### config.mk
export PLATFORM = sky130hd
export DESIGN_NAME = mid_core
export DESIGN_NICKNAME = d
export VERILOG_FILES = /design/src/shared/mid_pkg.sv /design/src/hdl/mid_core.sv /design/src/hdl/mid_decode.sv /design/src/hdl/mid_alu.sv
export SDC_FILE = /design/constraint.sdc
export NUM_CORES = 1
export LEC_CHECK = 0
export ABC_AREA = 1
export BUFFER_PORTS_ARGS = -buffer_cell sky130_fd_sc_hd__buf_4
export CAP_MARGIN = 10
export CORE_AREA = 2 2 202 204
export DETAILED_ROUTE_END_ITERATION = 16
export DIE_AREA = 0 0 204 206
export GPL_TIMING_DRIVEN = 0
export PLACE_DENSITY = 0.55
export SETUP_SLACK_MARGIN = 0.1
export SYNTH_ARGS = -nofsm -noshare
export SYNTH_HDL_FRONTEND = slang
export SYNTH_SLANG_ARGS = --single-unit
### constraint.sdc
create_clock -name core_clk_i -period 5 [get_ports core_clk_i]
set_input_delay 0 -clock core_clk_i [delete_from_list [all_inputs] [get_ports core_clk_i]]
set_output_delay 0 -clock core_clk_i [all_outputs]
set_load 0.03 [all_outputs]
### src/shared/mid_pkg.sv
// Constants and types shared by the instruction decode core
package mid_pkg;
  localparam int          INSTR_W     = 14;
  localparam int          FILE_AW     = 7;
  localparam int          LIT8_W      = 8;
  localparam int          LIT11_W     = 11;
  localparam logic [1:0]  PHASE_LAST  = 2'h3;
  localparam logic [13:0] NOP_WORD    = 14'h0000;
  localparam logic [7:0]  ADDR_CTRL   = 8'h00;
  localparam logic [7:0]  ADDR_STATUS = 8'h04;
  localparam logic [7:0]  ADDR_WREG   = 8'h08;
  localparam int          CTRL_RUN    = 0;
  localparam logic        CTRL_RST    = 1'h0;
  localparam logic [1:0]  RESP_OKAY   = 2'h0;
  localparam logic [1:0]  RESP_SLVERR = 2'h2;

  typedef enum logic [1:0] {CL_BYTE, CL_BIT, CL_LIT} mid_class_t;

  typedef enum logic [5:0] {
    OP_NOP, OP_MOVWF, OP_CLRW, OP_CLRF, OP_SUBF, OP_DECF, OP_IORF, OP_ANDF,
    OP_XORF, OP_ADDF, OP_MOVF, OP_COMF, OP_INCF, OP_DECSZ, OP_RRF, OP_RLF,
    OP_SWAPF, OP_INCSZ, OP_BCLR, OP_BSET, OP_BTSC, OP_BTSS, OP_CALL, OP_JUMP,
    OP_MOVL, OP_RETL, OP_IORL, OP_ANDL, OP_XORL, OP_SUBL, OP_ADDL, OP_RET,
    OP_RETI, OP_SLEEP
  } mid_op_t;
endpackage : mid_pkg

### src/hdl/mid_core.sv
// Instruction decode and execute core with AXI4-Lite control registers
// Behaviour
// - Each instruction is one 14-bit word: opcode plus operand fields.
// - Instructions fall into byte, bit, and literal/control classes.
// - Byte operations pick their register through the register-select field.
// - Destination bit 0 writes the accumulator, 1 writes the register.
// - Register-select is seven bits, addresses 0x00 to 0x7F.
// - Bit operations act on one of eight bit positions.
// - Literal operand is 8 bits or 11 bits depending on instruction.
// - One instruction cycle lasts four clock periods.
// - Taken tests and program counter changes take two cycles, second idle.
// - Register operands are always read first; results are stored back only for destination 1 and bit set/clear.
// - The implicit read of the port register counts as a port read.
// - Don't-care opcode bits are ignored whatever their value.
// - Top opcode bits 00 mark byte-class register operations.
`timescale 1ns/10ps
module mid_core
  import mid_pkg::*;
#(
  parameter int             PC_W      = 13,
  parameter int             STACK_D   = 8,
  parameter logic [6:0]     PORT_ADDR = 7'h05
) (
  // Clock and reset
  input  wire logic              core_clk_i,
  input  wire logic              rst_n_i,
  // Program memory
  output logic [PC_W-1:0]        prog_addr_o,
  input  wire logic [INSTR_W-1:0] prog_data_i,
  // Data register file
  output logic [FILE_AW-1:0]     file_addr_o,
  output logic                   file_re_o,
  input  wire logic [7:0]        file_rdata_i,
  output logic                   file_we_o,
  output logic [7:0]             file_wdata_o,
  output logic                   port_rd_o,
  // Wake from sleep
  input  wire logic              wake_i,
  // AXI4-Lite slave
  input  wire logic              s_axi_awvalid,
  output logic                   s_axi_awready,
  input  wire logic [7:0]        s_axi_awaddr,
  input  wire logic              s_axi_wvalid,
  output logic                   s_axi_wready,
  input  wire logic [31:0]       s_axi_wdata,
  input  wire logic [3:0]        s_axi_wstrb,
  output logic                   s_axi_bvalid,
  input  wire logic              s_axi_bready,
  output logic [1:0]             s_axi_bresp,
  input  wire logic              s_axi_arvalid,
  output logic                   s_axi_arready,
  input  wire logic [7:0]        s_axi_araddr,
  output logic                   s_axi_rvalid,
  input  wire logic              s_axi_rready,
  output logic [31:0]            s_axi_rdata,
  output logic [1:0]             s_axi_rresp
);
  localparam int SP_W = $clog2(STACK_D);

  // Core state
  logic [1:0]         phase_r, phase_nxt;
  logic [13:0]        instr_r, instr_nxt;
  logic [PC_W-1:0]    program_counter_r, program_counter_nxt;
  logic [7:0]         w_r, w_nxt;
  logic [7:0]         fval_r, fval_nxt;
  logic [7:0]         res_r, res_nxt;
  logic               c_r, c_nxt, dc_r, dc_nxt, z_r, z_nxt;
  logic               dummy_r, dummy_nxt;
  logic               sleep_r, sleep_nxt;
  logic [SP_W-1:0]    sp_r, sp_nxt;
  logic [PC_W-1:0]    stack_r [STACK_D];
  logic [PC_W-1:0]    stack_nxt [STACK_D];
  logic               run_r, run_nxt;

  mid_class_t cls;
  mid_op_t    op;
  logic       uses_file, wr_file, wr_w;
  logic [7:0] alu_res;
  logic       alu_c, alu_dc, upd_c, upd_dc, upd_z;
  logic       active, commit, skip, branch, flush;

  mid_decode u_dec (
    .instr_i     (instr_r),
    .cls_o       (cls),
    .op_o        (op),
    .uses_file_o (uses_file),
    .wr_file_o   (wr_file),
    .wr_w_o      (wr_w)
  );

  mid_alu u_alu (
    .op_i     (op),
    .fval_i   (fval_r),
    .wval_i   (w_r),
    .lit_i    (instr_r[LIT8_W-1:0]),
    .bsel_i   (instr_r[9:7]),
    .c_i      (c_r),
    .res_o    (alu_res),
    .c_o      (alu_c),
    .dc_o     (alu_dc),
    .upd_c_o  (upd_c),
    .upd_dc_o (upd_dc),
    .upd_z_o  (upd_z)
  );

  always_comb begin
    active    = run_r && !sleep_r;
    commit    = active && phase_r == PHASE_LAST;
    skip      = ((op inside {OP_DECSZ, OP_INCSZ}) && res_r == 8'h00) ||
                (op == OP_BTSC && !fval_r[instr_r[9:7]]) ||
                (op == OP_BTSS && fval_r[instr_r[9:7]]);
    branch    = op inside {OP_CALL, OP_JUMP, OP_RETL, OP_RET, OP_RETI};
    flush     = skip || branch;
    file_addr_o  = instr_r[FILE_AW-1:0];
    file_re_o    = active && phase_r == 2'h0 && uses_file;
    port_rd_o    = file_re_o && file_addr_o == PORT_ADDR;
    file_we_o    = commit && wr_file;
    file_wdata_o = res_r;
    prog_addr_o  = program_counter_r;
  end

  always_comb begin
    phase_nxt           = phase_r + 2'h1;
    instr_nxt           = instr_r;
    program_counter_nxt = program_counter_r;
    w_nxt     = w_r;
    fval_nxt  = fval_r;
    res_nxt   = res_r;
    c_nxt     = c_r;
    dc_nxt    = dc_r;
    z_nxt     = z_r;
    dummy_nxt = dummy_r;
    sleep_nxt = sleep_r && !wake_i;
    sp_nxt    = sp_r;
    stack_nxt = stack_r;
    if (active && phase_r == 2'h1) begin
      fval_nxt = file_rdata_i;
    end
    if (active && phase_r == 2'h2) begin
      res_nxt = alu_res;
      if (upd_c) begin
        c_nxt = alu_c;
      end
      if (upd_dc) begin
        dc_nxt = alu_dc;
      end
    end
    if (commit) begin
      if (wr_w) begin
        w_nxt = res_r;
      end
      if (upd_z) begin
        z_nxt = res_r == 8'h00;
      end
      program_counter_nxt = program_counter_r + {{(PC_W-1){1'b0}}, 1'b1};
      case (op)
        OP_CALL: begin
          stack_nxt[sp_r] = program_counter_r;
          sp_nxt          = sp_r + {{(SP_W-1){1'b0}}, 1'b1};
          program_counter_nxt = {{(PC_W-LIT11_W){1'b0}}, instr_r[LIT11_W-1:0]};
        end
        OP_JUMP: begin
          program_counter_nxt = {{(PC_W-LIT11_W){1'b0}}, instr_r[LIT11_W-1:0]};
        end
        OP_RET, OP_RETL, OP_RETI: begin
          sp_nxt              = sp_r - {{(SP_W-1){1'b0}}, 1'b1};
          program_counter_nxt = stack_r[sp_nxt];
        end
        OP_SLEEP: begin
          sleep_nxt = !wake_i;
        end
        default: begin
        end
      endcase
      instr_nxt = flush ? NOP_WORD : prog_data_i;
      dummy_nxt = flush;
    end
  end

  always_ff @(posedge core_clk_i or negedge rst_n_i) begin
    if (!rst_n_i) begin
      phase_r           <= 2'h0;
      instr_r           <= NOP_WORD;
      program_counter_r <= '0;
      w_r      <= 8'h00;
      fval_r   <= 8'h00;
      res_r    <= 8'h00;
      c_r      <= 1'b0;
      dc_r     <= 1'b0;
      z_r      <= 1'b0;
      dummy_r  <= 1'b1;
      sleep_r  <= 1'b0;
      sp_r     <= '0;
      stack_r  <= '{default: '0};
    end else begin
      phase_r           <= phase_nxt;
      instr_r           <= instr_nxt;
      program_counter_r <= program_counter_nxt;
      w_r      <= w_nxt;
      fval_r   <= fval_nxt;
      res_r    <= res_nxt;
      c_r      <= c_nxt;
      dc_r     <= dc_nxt;
      z_r      <= z_nxt;
      dummy_r  <= dummy_nxt;
      sleep_r  <= sleep_nxt;
      sp_r     <= sp_nxt;
      stack_r  <= stack_nxt;
    end
  end

  // AXI4-Lite slave: address and data taken in either order
  logic        aw_hold_r, aw_hold_nxt, w_hold_r, w_hold_nxt;
  logic [7:0]  awaddr_r, awaddr_nxt;
  logic [31:0] wdata_r, wdata_nxt;
  logic        wstrb0_r, wstrb0_nxt;
  logic        bvalid_r, bvalid_nxt, rvalid_r, rvalid_nxt;
  logic [1:0]  bresp_r, bresp_nxt, rresp_r, rresp_nxt;
  logic [31:0] rdata_r, rdata_nxt;
  logic        do_wr;

  always_comb begin
    s_axi_awready = !aw_hold_r && !bvalid_r;
    s_axi_wready  = !w_hold_r && !bvalid_r;
    s_axi_arready = !rvalid_r;
    aw_hold_nxt = aw_hold_r || (s_axi_awvalid && s_axi_awready);
    w_hold_nxt  = w_hold_r || (s_axi_wvalid && s_axi_wready);
    awaddr_nxt  = (s_axi_awvalid && s_axi_awready) ? s_axi_awaddr : awaddr_r;
    wdata_nxt   = (s_axi_wvalid && s_axi_wready) ? s_axi_wdata : wdata_r;
    wstrb0_nxt  = (s_axi_wvalid && s_axi_wready) ? s_axi_wstrb[0] : wstrb0_r;
    do_wr       = aw_hold_r && w_hold_r && !bvalid_r;
    run_nxt     = run_r;
    bvalid_nxt  = bvalid_r && !s_axi_bready;
    bresp_nxt   = bresp_r;
    if (do_wr) begin
      aw_hold_nxt = 1'b0;
      w_hold_nxt  = 1'b0;
      bvalid_nxt  = 1'b1;
      bresp_nxt   = (awaddr_r inside {ADDR_CTRL, ADDR_STATUS, ADDR_WREG}) ? RESP_OKAY
                                                                         : RESP_SLVERR;
      if (awaddr_r == ADDR_CTRL && wstrb0_r) begin
        run_nxt = wdata_r[CTRL_RUN];
      end
    end
    rvalid_nxt = rvalid_r && !s_axi_rready;
    rdata_nxt  = rdata_r;
    rresp_nxt  = rresp_r;
    if (s_axi_arvalid && s_axi_arready) begin
      rvalid_nxt = 1'b1;
      rresp_nxt  = RESP_OKAY;
      case (s_axi_araddr)
        ADDR_CTRL:   rdata_nxt = {31'h0, run_r};
        ADDR_STATUS: rdata_nxt = {11'h0, dummy_r, sleep_r, z_r, dc_r, c_r,
                                  {(16-PC_W){1'b0}}, program_counter_r};
        ADDR_WREG:   rdata_nxt = {24'h0, w_r};
        default: begin
          rdata_nxt = 32'h0;
          rresp_nxt = RESP_SLVERR;
        end
      endcase
    end
    s_axi_bvalid = bvalid_r;
    s_axi_bresp  = bresp_r;
    s_axi_rvalid = rvalid_r;
    s_axi_rdata  = rdata_r;
    s_axi_rresp  = rresp_r;
  end

  always_ff @(posedge core_clk_i or negedge rst_n_i) begin
    if (!rst_n_i) begin
      aw_hold_r <= 1'b0;
      w_hold_r  <= 1'b0;
      awaddr_r  <= 8'h00;
      wdata_r   <= 32'h0;
      wstrb0_r  <= 1'b0;
      bvalid_r  <= 1'b0;
      bresp_r   <= RESP_OKAY;
      rvalid_r  <= 1'b0;
      rresp_r   <= RESP_OKAY;
      rdata_r   <= 32'h0;
      run_r     <= CTRL_RST;
    end else begin
      aw_hold_r <= aw_hold_nxt;
      w_hold_r  <= w_hold_nxt;
      awaddr_r  <= awaddr_nxt;
      wdata_r   <= wdata_nxt;
      wstrb0_r  <= wstrb0_nxt;
      bvalid_r  <= bvalid_nxt;
      bresp_r   <= bresp_nxt;
      rvalid_r  <= rvalid_nxt;
      rresp_r   <= rresp_nxt;
      rdata_r   <= rdata_nxt;
      run_r     <= run_nxt;
    end
  end
endmodule : mid_core

### src/hdl/mid_decode.sv
// Instruction word decoder: class, operation and destination controls
`timescale 1ns/10ps
module mid_decode
  import mid_pkg::*;
(
  // Instruction
  input  wire logic [INSTR_W-1:0] instr_i,
  // Decoded controls
  output mid_class_t              cls_o,
  output mid_op_t                 op_o,
  output logic                    uses_file_o,
  output logic                    wr_file_o,
  output logic                    wr_w_o
);
  function automatic mid_op_t decode_op(input logic [13:0] iw);
    mid_op_t o;
    o = OP_NOP;
    casez (iw)
      14'b00_0000_1???_????: o = OP_MOVWF;
      14'b00_0000_0000_1000: o = OP_RET;
      14'b00_0000_0000_1001: o = OP_RETI;
      14'b00_0000_0110_0011: o = OP_SLEEP;
      14'b00_0001_0???_????: o = OP_CLRW;
      14'b00_0001_1???_????: o = OP_CLRF;
      14'b00_0010_????_????: o = OP_SUBF;
      14'b00_0011_????_????: o = OP_DECF;
      14'b00_0100_????_????: o = OP_IORF;
      14'b00_0101_????_????: o = OP_ANDF;
      14'b00_0110_????_????: o = OP_XORF;
      14'b00_0111_????_????: o = OP_ADDF;
      14'b00_1000_????_????: o = OP_MOVF;
      14'b00_1001_????_????: o = OP_COMF;
      14'b00_1010_????_????: o = OP_INCF;
      14'b00_1011_????_????: o = OP_DECSZ;
      14'b00_1100_????_????: o = OP_RRF;
      14'b00_1101_????_????: o = OP_RLF;
      14'b00_1110_????_????: o = OP_SWAPF;
      14'b00_1111_????_????: o = OP_INCSZ;
      14'b01_00??_????_????: o = OP_BCLR;
      14'b01_01??_????_????: o = OP_BSET;
      14'b01_10??_????_????: o = OP_BTSC;
      14'b01_11??_????_????: o = OP_BTSS;
      14'b10_0???_????_????: o = OP_CALL;
      14'b10_1???_????_????: o = OP_JUMP;
      14'b11_00??_????_????: o = OP_MOVL;
      14'b11_01??_????_????: o = OP_RETL;
      14'b11_1000_????_????: o = OP_IORL;
      14'b11_1001_????_????: o = OP_ANDL;
      14'b11_1010_????_????: o = OP_XORL;
      14'b11_110?_????_????: o = OP_SUBL;
      14'b11_111?_????_????: o = OP_ADDL;
      default:               o = OP_NOP;
    endcase
    return o;
  endfunction : decode_op

  always_comb begin
    op_o = decode_op(instr_i);
    case (instr_i[13:12])
      2'b00:   cls_o = CL_BYTE;
      2'b01:   cls_o = CL_BIT;
      default: cls_o = CL_LIT;
    endcase
    uses_file_o = (cls_o == CL_BIT) || (op_o inside {[OP_MOVWF:OP_INCSZ]} && op_o != OP_CLRW);
    wr_file_o   = (cls_o == CL_BIT) ? (op_o inside {OP_BCLR, OP_BSET})
                                    : (uses_file_o && instr_i[7]);
    wr_w_o      = (uses_file_o && cls_o == CL_BYTE && !instr_i[7]) ||
                  (op_o inside {OP_CLRW, [OP_MOVL:OP_ADDL]});
  end
endmodule : mid_decode

### src/hdl/mid_alu.sv
// Arithmetic and logic unit for byte, bit and literal operations
`timescale 1ns/10ps
module mid_alu
  import mid_pkg::*;
(
  // Operands
  input  mid_op_t    op_i,
  input  wire logic [7:0] fval_i,
  input  wire logic [7:0] wval_i,
  input  wire logic [7:0] lit_i,
  input  wire logic [2:0] bsel_i,
  input  wire logic       c_i,
  // Result and flags
  output logic [7:0] res_o,
  output logic       c_o,
  output logic       dc_o,
  output logic       upd_c_o,
  output logic       upd_dc_o,
  output logic       upd_z_o
);
  function automatic logic [8:0] add9(input logic [7:0] a, input logic [7:0] b,
                                      input logic ci);
    return {1'b0, a} + {1'b0, b} + {8'h00, ci};
  endfunction : add9

  function automatic logic nib_c(input logic [7:0] a, input logic [7:0] b, input logic ci);
    logic [4:0] s;
    s = {1'b0, a[3:0]} + {1'b0, b[3:0]} + {4'h0, ci};
    return s[4];
  endfunction : nib_c

  logic [8:0] sum;
  logic [7:0] a_op;
  logic [7:0] b_op;
  logic       cin;
  logic [7:0] bmask;

  always_comb begin
    bmask = 8'h01 << bsel_i;
    a_op  = (op_i inside {OP_SUBL, OP_ADDL}) ? lit_i : fval_i;
    b_op  = (op_i inside {OP_SUBF, OP_SUBL}) ? ~wval_i : wval_i;
    cin   = op_i inside {OP_SUBF, OP_SUBL};
    sum   = add9(a_op, b_op, cin);
    res_o = fval_i;
    c_o   = sum[8];
    dc_o  = nib_c(a_op, b_op, cin);
    case (op_i)
      OP_MOVWF:                  res_o = wval_i;
      OP_CLRW, OP_CLRF:          res_o = 8'h00;
      OP_SUBF, OP_ADDF,
      OP_SUBL, OP_ADDL:          res_o = sum[7:0];
      OP_DECF, OP_DECSZ:         res_o = fval_i - 8'h01;
      OP_INCF, OP_INCSZ:         res_o = fval_i + 8'h01;
      OP_IORF:                   res_o = fval_i | wval_i;
      OP_ANDF:                   res_o = fval_i & wval_i;
      OP_XORF:                   res_o = fval_i ^ wval_i;
      OP_COMF:                   res_o = ~fval_i;
      OP_RRF: begin
        res_o = {c_i, fval_i[7:1]};
        c_o   = fval_i[0];
      end
      OP_RLF: begin
        res_o = {fval_i[6:0], c_i};
        c_o   = fval_i[7];
      end
      OP_SWAPF:                  res_o = {fval_i[3:0], fval_i[7:4]};
      OP_BCLR:                   res_o = fval_i & ~bmask;
      OP_BSET:                   res_o = fval_i | bmask;
      OP_MOVL, OP_RETL:          res_o = lit_i;
      OP_IORL:                   res_o = wval_i | lit_i;
      OP_ANDL:                   res_o = wval_i & lit_i;
      OP_XORL:                   res_o = wval_i ^ lit_i;
      default:                   res_o = fval_i;
    endcase
    upd_c_o  = op_i inside {OP_SUBF, OP_ADDF, OP_SUBL, OP_ADDL, OP_RRF, OP_RLF};
    upd_dc_o = op_i inside {OP_SUBF, OP_ADDF, OP_SUBL, OP_ADDL};
    upd_z_o  = op_i inside {OP_CLRW, OP_CLRF, OP_SUBF, OP_DECF, OP_IORF, OP_ANDF, OP_XORF,
                            OP_ADDF, OP_MOVF, OP_COMF, OP_INCF, [OP_IORL:OP_ADDL]};
  end
endmodule : mid_alu

==> run metrics, run 1 <==
# nets final 1889; row cnt 74; buffer and inverter count on the worst path 6; gr usage total 21.7%; core area 40200 sq um; RR Startpoint sp_r[0]; largest net degree at the start of global routing 91; Area Overhead vs Synth 22.1%; syn_area_per_cell 7.36 sq um; crit-path max cell delay 0.49 ns; Async S/R FF share, synth 100%; layout cells sized above 1 12.5%; port buffer count 103; Setup Skew 0.0191 ns; worst vdd ir 0.305 mV; initial DRC count 1190; DR vias/cell 5.17; post-synthesis cell count 1601; HPWL Detailed 34.1 mm; Reg2Reg Depth 13; via count 12045; slowest stage cell, crit path clkbuf_1; first-pass GRT wire length 68.4 mm; final wirelength 45.0 mm; startpoint types flip-flop; CP Depth 13; Hold Slack 0.0468 ns; Rel. slew slack 36.5%; Max Cap Viol 0; # setup viols final 0; Leakage 6.97 nW; CTS clk-pin slew, worst paths 0.08 ns; Final Hold Fails 0; vias in the first global route 11183; r2r setup slk 1.22 ns; Pwr Density 552 nW/um^2; Slew @ Worst Pin 0.944 ns; crit-path max FO 10; commonest non-fill, non-tap cell in the layout nand2_1; Worst EP required 5.39 ns; fin crit period 3.78 ns; crit path capture prog_addr_o[10]; post-CTS sizing 0; Critical Path Source sp_r[0]; Sink Count 200; filler cell count 4284; WL/cell 19.3 um; Starting Density 29.3%; setup TNS 0 ns; Critical Path Sink Type flip-flop; kind of critical path reg -> reg; CTS tree yes; CTS buffer count 17; Die Area 42000 sq um; worst reg2reg endpoint prog_addr_o[10]; status finished clean; post-placement cell area 13300 sq um; Slew Limit Fails 0; Die X 204 um; antenna violations before repair 0; WP data arrival 4.18 ns; top-level I/O count 154; die height 206 um; Hold Crit Class in -> reg; Yosys Warn Count 0; gpl congestion 0.940; final worst-path cycle share 75.7%; setup bufs post-CTS 0; final total power 7.95 mW; critical-path cell list inv_1, clkbuf_1, clkbuf_1, ha_1, clkbuf_1, inv_1, clkbuf_1, o21ai_0, o22ai_1, nor2_1, o22ai_1, o21ai_0, o21ai_0; Max clock buf depth 2; remaining antenna violation count 0; most frequent cells in the layout 411 x nand2_1, 232 x o21ai_0, 199 x dfrtp_1; Peak Freq 0.264 GHz; critical path's top delay family buffers and inverters; worst-skew pair later-pin latency 0.47 ns; # DRC 0; TritonRoute pass-1 iters 5; final instance area 14400 sq um; post-synthesis sequential area ratio 42.5%; mapped cell area 11800 sq um; ys flop type dfrtp_1; Critical Path Most Common Cell clkbuf_1; Synth cell types 51; root buffer cell clkbuf_16; GRT Residual Overflow 0; diode count 0; FF+latch count, synth 200; # H-tree levels 4; unrepaired setup endpoints after global routing false; number of synthesized flops with an enable pin 0
==> registers in the layout, indices dropped and copies added (netlist names), 2 cells and up <==
| name | count |
|---|---|
| awaddr_r | 8 |
| file_wdata_o | 8 |
| fval_r | 8 |
| instr_r | 14 |
| phase_r | 2 |
| prog_addr_o | 13 |
| s_axi_rdata | 18 |
| sp_r | 3 |
| stack_r | 104 |
| w_r | 8 |
==> worst min-delay path by stage <==
| stage | start | to | slack [ns] | cells after the start |
|---|---|---|---|---|
| floorplan | rst_n_i | aw_hold_r | -0.30 | 0 |
| global placement | s_axi_bready | s_axi_bvalid | 0.18 | 2 |
| detailed placement | rst_n_i | awaddr_r[5] | -0.11 | 1 |
| CTS | s_axi_araddr[0] | s_axi_rdata[18] | 0.03 | 5 |
| global route | s_axi_araddr[1] | s_axi_rdata[19] | 0.07 | 5 |
| finish | s_axi_araddr[0] | s_axi_rdata[19] | 0.05 | 5 |
==> worst min-delay path, stage by stage <==
cell and delay [ns]:
buf_4 0.07, or2_2 0.11, nor4_1 0.11, nand3_1 0.12, nand2_1 0.06
==> Yosys cell counts (3+ instances only) <==
master	count	area share (%)
nand2_1	411	13
o21ai_0	232	9.9
dfrtp_1	199	42
nor2_1	172	5.5
inv_1	104	3.3
nand3_1	95	4.0
a21oi_1	58	2.5
clkbuf_1	58	1.8
o22ai_1	37	2.0
buf_4	23	1.5
ha_1	20	2.1
nor3_1	19	0.81
nand4_1	17	0.90
or2_2	16	0.85
xor2_1	16	1.2
buf_2	10	0.42
mux2_2	10	0.96
o211ai_1	10	0.64
inv_2	9	0.29
o31ai_1	9	0.57
o221ai_1	7	0.52
nand2_2	6	0.32
a22oi_1	5	0.32
a31oi_1	5	0.27
nor4_1	5	0.27
a32oi_1	4	0.30
nor2_2	4	0.21
a211oi_1	3	0.19
nand3_2	3	0.25
o2111ai_1	3	0.22
o21a_1	3	0.19
o21ai_1	3	0.13
==> layout make-up <==
class,count,area [sq um],share of cell area (%)
sequential,200,5010,34.8
timing repair buffer,150,1300,9.01
multi-input combinational,1210,5960,41.4
clock inverter,14,159,1.10
buffer,92,444,3.09
inverter,114,428,2.97
tap,532,666,4.63
clock buffer,18,429,2.98
==> power by group <==
group          internal [mW]  total, mW  switching, mW
clock network          0.709       1.41          0.705
logic                   1.31       4.18           2.86
registers               1.87       2.35          0.479
total                   3.90       7.95           4.05
==> through the flow <==
stage | setup slack [ns] | util, % | std cells
floorplan | 2.30 | - | 1616
global placement | 1.35 | 33.0 | 2251
detailed placement | 1.32 | 33.2 | 2253
CTS | 1.29 | 35.8 | 2330
global route | 1.05 | 35.8 | 2330
finish | 1.22 | 35.8 | 2330
==> routing by layer <==
layer	vias up	share of wire [%]	global-route usage, %
met5	-	0	0
met4	0	2.2	6.68
met3	59	8.4	4.23
met2	480	43	32.4
met1	5797	46	31.4
li1	5709	-	-
==> timing repair <==
item                       CTS  global route
hold endpoints to repair   165             0
setup endpoints to repair    0             0
hold buffers                45             0
==> cells by family after synthesis <==
logic type | count (synthesis) | share of synthesized area (%)
adders and majority gates | 22 | 2.46
buffers and inverters | 206 | 7.40
other | 1 | 0.0318
muxes | 10 | 0.956
and+or+nand+nor | 758 | 27.2
DFF | 200 | 42.5
AOI/OAI and AO/OA | 386 | 18.1
xor gates and xnor gates | 18 | 1.34
No activity file was read; power rests on OpenSTA's default activity.
==> inputs of run 2 (changes only) <==
- clock period: 5 -> 3.9 ns (I/O delays scaled with it)
==> run 2 against run 1 <==
Clock power rose by 28%. Sequential power rose by 28%. Final cell count did not move. Clock skew rose by 0.00055 ns. Non-clock buffer count did not move. Wire length fell by 0.25%. Total power rose by 28%. Critical path type unchanged. Critical endpoint unchanged. Largest cell class unchanged. Highest routed layer unchanged.
==> run metrics, run 2 (synthesized netlist as in run 1, its figures left out) <==
Leakage 6.97 nW; gr usage total 21.7%; r2r setup slk 0.32 ns; # setup viols final 0; Largest Register stack_r; # H-tree levels 4; Critical Path Sink Type flip-flop; Pwr Density 708 nW/um^2; row cnt 74; Max clock buf depth 2; hold path start s_axi_araddr[0]; final wirelength 44.9 mm; Max Cap Viol 0; die height 206 um; first-pass GRT wire length 68.4 mm; switching power 5.19 mW; worst reg2reg endpoint prog_addr_o[10]; crit-path max FO 10; Area Overhead vs Synth 22.2%; CTS buffer count 17; CTS tree yes; startpoint types flip-flop; status finished clean; Hold Crit Class in -> reg; Starting Density 29.3%; top-level I/O count 154; CTS clk-pin slew, worst paths 0.09 ns; Slew @ Worst Pin 0.964 ns; Sink Count 200; Die X 204 um; Rel. slew slack 35.2%; diode count 0; Die Area 42000 sq um; worst-skew pair later-pin latency 0.48 ns; placed insts 2253; sw frac 50.9%; worst vdd ir 0.393 mV; vias in the first global route 11183; post-placement cell area 13300 sq um; Power Internal 5.00 mW; most frequent cells in the layout 411 x nand2_1, 232 x o21ai_0, 199 x dfrtp_1; Seq pwr share 29.6%; Final Hold Fails 0; Peak Freq 0.279 GHz; gpl congestion 0.940; final worst-path cycle share 91.9%; hold path endpoint s_axi_rdata[19]; unrepaired setup endpoints after global routing false; # DRC 0; layout cells sized above 1 12.6%; # nets final 1889; post-route insts no fill 2330; commonest non-fill, non-tap cell in the layout nand2_1; HPWL Detailed 34.1 mm; WL/cell 19.3 um; Largest register FFs 104; power share of the clock group 17.8%; port buffer count 103; Reg2Reg Depth 13; Slew Limit Fails 0; core area 40200 sq um; setup TNS 0 ns; root buffer cell clkbuf_16; Worst EP required 4.29 ns; TritonRoute pass-1 iters 5; Setup Skew 0.0197 ns; Min-Delay Path Depth 5; RR Startpoint sp_r[0]; remaining antenna violation count 0; GRT Residual Overflow 0; antenna violations before repair 0; initial DRC count 1247; WP data arrival 3.98 ns; final instance area 14400 sq um; combinational power share 52.6%; DR vias/cell 5.15; kind of critical path reg -> reg; via count 12001; fin crit period 3.58 ns; largest net degree at the start of global routing 91
run 2: cell counts in the layout (fill, tap and decap cells not counted):
No cell type changed its count.
run 2: timing repair:
item | CTS | global route
endpoints found under the setup margin | 0 | 9
resized for setup | 0 | 4
setup buffers | 0 | 0
hold buffers | 45 | 0
hold endpoints to repair | 165 | 0
run 2: area by class of cell:
class	instances	area (sq um)
Buffer	92	445
Clock buffer	18	429
Clock inverter	14	159
Fill cell	4284	25800
Inverter	114	428
Multi-Input combinational cell	1210	5970
Sequential cell	200	5010
Tap cell	532	666
Timing Repair Buffer	150	1300
run 2: power by group through the flow:
| stage | logic, mW | clock network (mW) | registers (mW) |
|---|---|---|---|
| floorplan | 3.31 | 0 | 2.97 |
| global placement | 5.18 | 0 | 3.03 |
| detailed placement | 5.22 | 0 | 3.03 |
| CTS | 5.29 | 1.84 | 2.99 |
| global route | 5.91 | 1.93 | 3.05 |
| finish | 5.36 | 1.81 | 3.01 |
run 2: worst max path at each step:
stage | end | depth (start not counted) | start | slack, ns
floorplan | file_wdata_o[6] | 18 | instr_r[12] | 1.20
global placement | prog_addr_o[10] | 13 | sp_r[0] | 0.25
detailed placement | prog_addr_o[1] | 11 | sp_r[0] | 0.22
CTS | prog_addr_o[1] | 11 | sp_r[0] | 0.19
global route | file_wdata_o[6] | 19 | instr_r[9] | 0.15
finish | prog_addr_o[10] | 13 | sp_r[0] | 0.32
run 2: per-layer routing:
| metal | part of all wire, % | wire length [um] | GRT usage [%] |
|---|---|---|---|
| met1 | 46 | 20800 | 31.4 |
| met5 | 0 | 0 | 0 |
| met2 | 43 | 19300 | 32.4 |
| met4 | 2.2 | 969 | 6.68 |
| met3 | 8.4 | 3770 | 4.23 |
run 2: stage by stage:
| stage | power (mW) | hold slack (ns) | worst slack [ns] | util [%] |
|---|---|---|---|---|
| floorplan | 6.29 | -0.296 | 1.20 | - |
| global placement | 8.21 | 0.180 | 0.253 | 33.0 |
| detailed placement | 8.25 | -0.108 | 0.217 | 33.2 |
| CTS | 10.1 | 0.0253 | 0.188 | 35.8 |
| global route | 10.9 | 0.0658 | 0.150 | 35.8 |
| finish | 10.2 | 0.0492 | 0.315 | 35.8 |
run 2: worst max-delay path, cell delays in order, from the launching register on:
cell and delay, ns:
dfrtp_1 0.43, inv_1 0.12, clkbuf_2 0.30, clkbuf_1 0.40
ha_1 0.30, clkbuf_1 0.24, inv_1 0.36, clkbuf_1 0.41
o21ai_0 0.16, o22ai_1 0.29, nor2_1 0.10, o22ai_1 0.18
o21ai_0 0.11, o21ai_0 0.10
==> inputs of run 3 (changes only) <==
- RECOVER_POWER: not set -> 100
==> run 3 against run 2 <==
Clock-buffer cell count stayed put. Highest routed layer unchanged. The flow now finishes with violations (capacitance limit, slew limit). Clock power hardly changed. Largest cell class unchanged. Worst setup slack worse by 0.024 ns. Global-route usage stayed put. First-iteration DRC count is 0.16% lower.
==> run metrics, run 3 (synthesized netlist as in run 1, its figures left out) <==
status finished with violations; failing checks capacitance limit, slew limit; WL/cell 19.3 um; via count 12012; Max Cap Viol 2; Final Hold Fails 0; Critical Path Most Common Cell nand2_1; crit-path max FO 10; RR Startpoint fval_r[1]; WP data arrival 3.99 ns; footprint of the multi-input gates 5930 sq um; gpl congestion 0.940; initial DRC count 1245; critical-path cell list inv_1, o22ai_1, nor2_1, nand2_1, nand2_1, nand3_1, nand2_1, nor4_1, clkbuf_1, nand2_1, o21ai_0; Worst EP required 4.28 ns; Reg2Reg Depth 11; Die Area 42000 sq um; setup TNS 0 ns; Area Overhead vs Synth 19.9%; most frequent cells in the layout 415 x nand2_1, 232 x o21ai_0, 199 x dfrtp_1; Peak Freq 0.277 GHz; antenna violations before repair 0; vias in the first global route 11183; Rel. slew slack -19.3%; port buffer count 103; CTS tree yes; filler cell count 4340; hold path endpoint s_axi_rdata[19]; gr usage total 21.7%; layout cells sized above 1 9.23%; Leakage 6.73 nW; Max clock buf depth 2; root buffer cell clkbuf_16; commonest non-fill, non-tap cell in the layout nand2_1; CTS clk-pin slew, worst paths 0.07 ns; diode count 0; top-level I/O count 154; FF+latch area 5010 sq um; final wirelength 44.9 mm; unrepaired setup endpoints after global routing false; core area 40200 sq um; row cnt 74; # setup viols final 0; hold path start s_axi_araddr[0]; DR vias/cell 5.16; largest net degree at the start of global routing 91; Largest Register stack_r; setup bufs post-CTS 0; worst reg2reg endpoint instr_r[13]; Min-Delay Path Depth 5; GRT Residual Overflow 0; final worst-path cycle share 92.5%; Pwr Density 710 nW/um^2; Critical Path Sink Type flip-flop; startpoint types flip-flop; Hold Crit Class in -> reg; # H-tree levels 4; Hold Slack 0.0504 ns; Setup Skew 0.0189 ns; # DRC 0; kind of critical path reg -> reg; HPWL Detailed 34.1 mm; Slew Limit Fails 107; TritonRoute pass-1 iters 5; crit-path max cell delay 0.86 ns; CTS buffer count 17; die height 206 um; worst-skew pair later-pin latency 0.47 ns; Largest register FFs 104; Sink Count 200; worst vdd ir 0.390 mV; Slew @ Worst Pin 1.79 ns; Starting Density 29.3%; fin crit period 3.61 ns; first-pass GRT wire length 68.4 mm; r2r setup slk 0.29 ns; remaining antenna violation count 0; slowest stage cell, crit path nor4_1; Die X 204 um; # nets final 1889
[run 3: cell types whose count changed in the layout (fill, tap and decap cells not counted), sizes merged]
cell    delta
clkbuf    +60
buf       -60
[run 3: per-layer routing]
metal	vias to the layer above	wire length, um	GRT usage (%)
met5	-	0	0
met4	0	953	6.68
met3	53	3550	4.23
met2	474	19400	32.4
met1	5780	21000	31.4
li1	5705	-	-
[run 3: worst max-delay path, delay by kind of cell (launching register included)]
kind	cells	cell delay (ns)
AO/OA/AOI/OAI	2	0.38
flip-flops	1	0.66
AND/OR/NAND/NOR	7	1.51
buffers and inverters	2	0.97
[run 3: area by class of cell]
| class | instances | share of cell area [%] |
|---|---|---|
| plain buffers | 92 | 3.15 |
| clock buffers | 18 | 3.04 |
| clock inverters | 14 | 1.13 |
| inverters | 114 | 3.03 |
| multi-input cells | 1210 | 42.0 |
| flip-flops and latches | 200 | 35.5 |
| well taps | 532 | 4.71 |
| repair buffers | 150 | 7.50 |
[run 3: worst max path at each step]
stage                      from         endpoint  slack, ns  cells after the start
CTS                     sp_r[0]   prog_addr_o[1]       0.19                     11
global route         instr_r[3]       instr_r[7]       0.11                     12
detailed placement      sp_r[0]   prog_addr_o[1]       0.22                     11
floorplan           instr_r[12]  file_wdata_o[6]       1.20                     18
finish                fval_r[1]      instr_r[13]       0.29                     11
global placement        sp_r[0]  prog_addr_o[10]       0.25                     13
[run 3: through the flow]
step                      utilization (%)  setup slack, ns  area [sq um]  total power, mW  cells
after floorplan                         -             1.20         11800             6.29   1616
after global routing                 35.1            0.109         14100             10.7   2330
after detailed placement             33.2            0.217         13300             8.25   2253
final                                35.1            0.291         14100             10.0   2330
after global placement               33.0            0.253         13300             8.21   2251
after CTS                            35.8            0.188         14400             10.1   2330
[run 3: what timing repair did]
item	in CTS	in global routing
hold endpoints to repair	165	0
hold buffers	45	0
setup endpoints to repair	0	9
gates resized for setup	0	4
[run 3: report_power, final]
part	switching [mW]	leakage [nW]	internal, mW
clock network	0.903	0.285	0.909
registers	0.608	2.66	2.40
logic	3.64	3.79	1.56
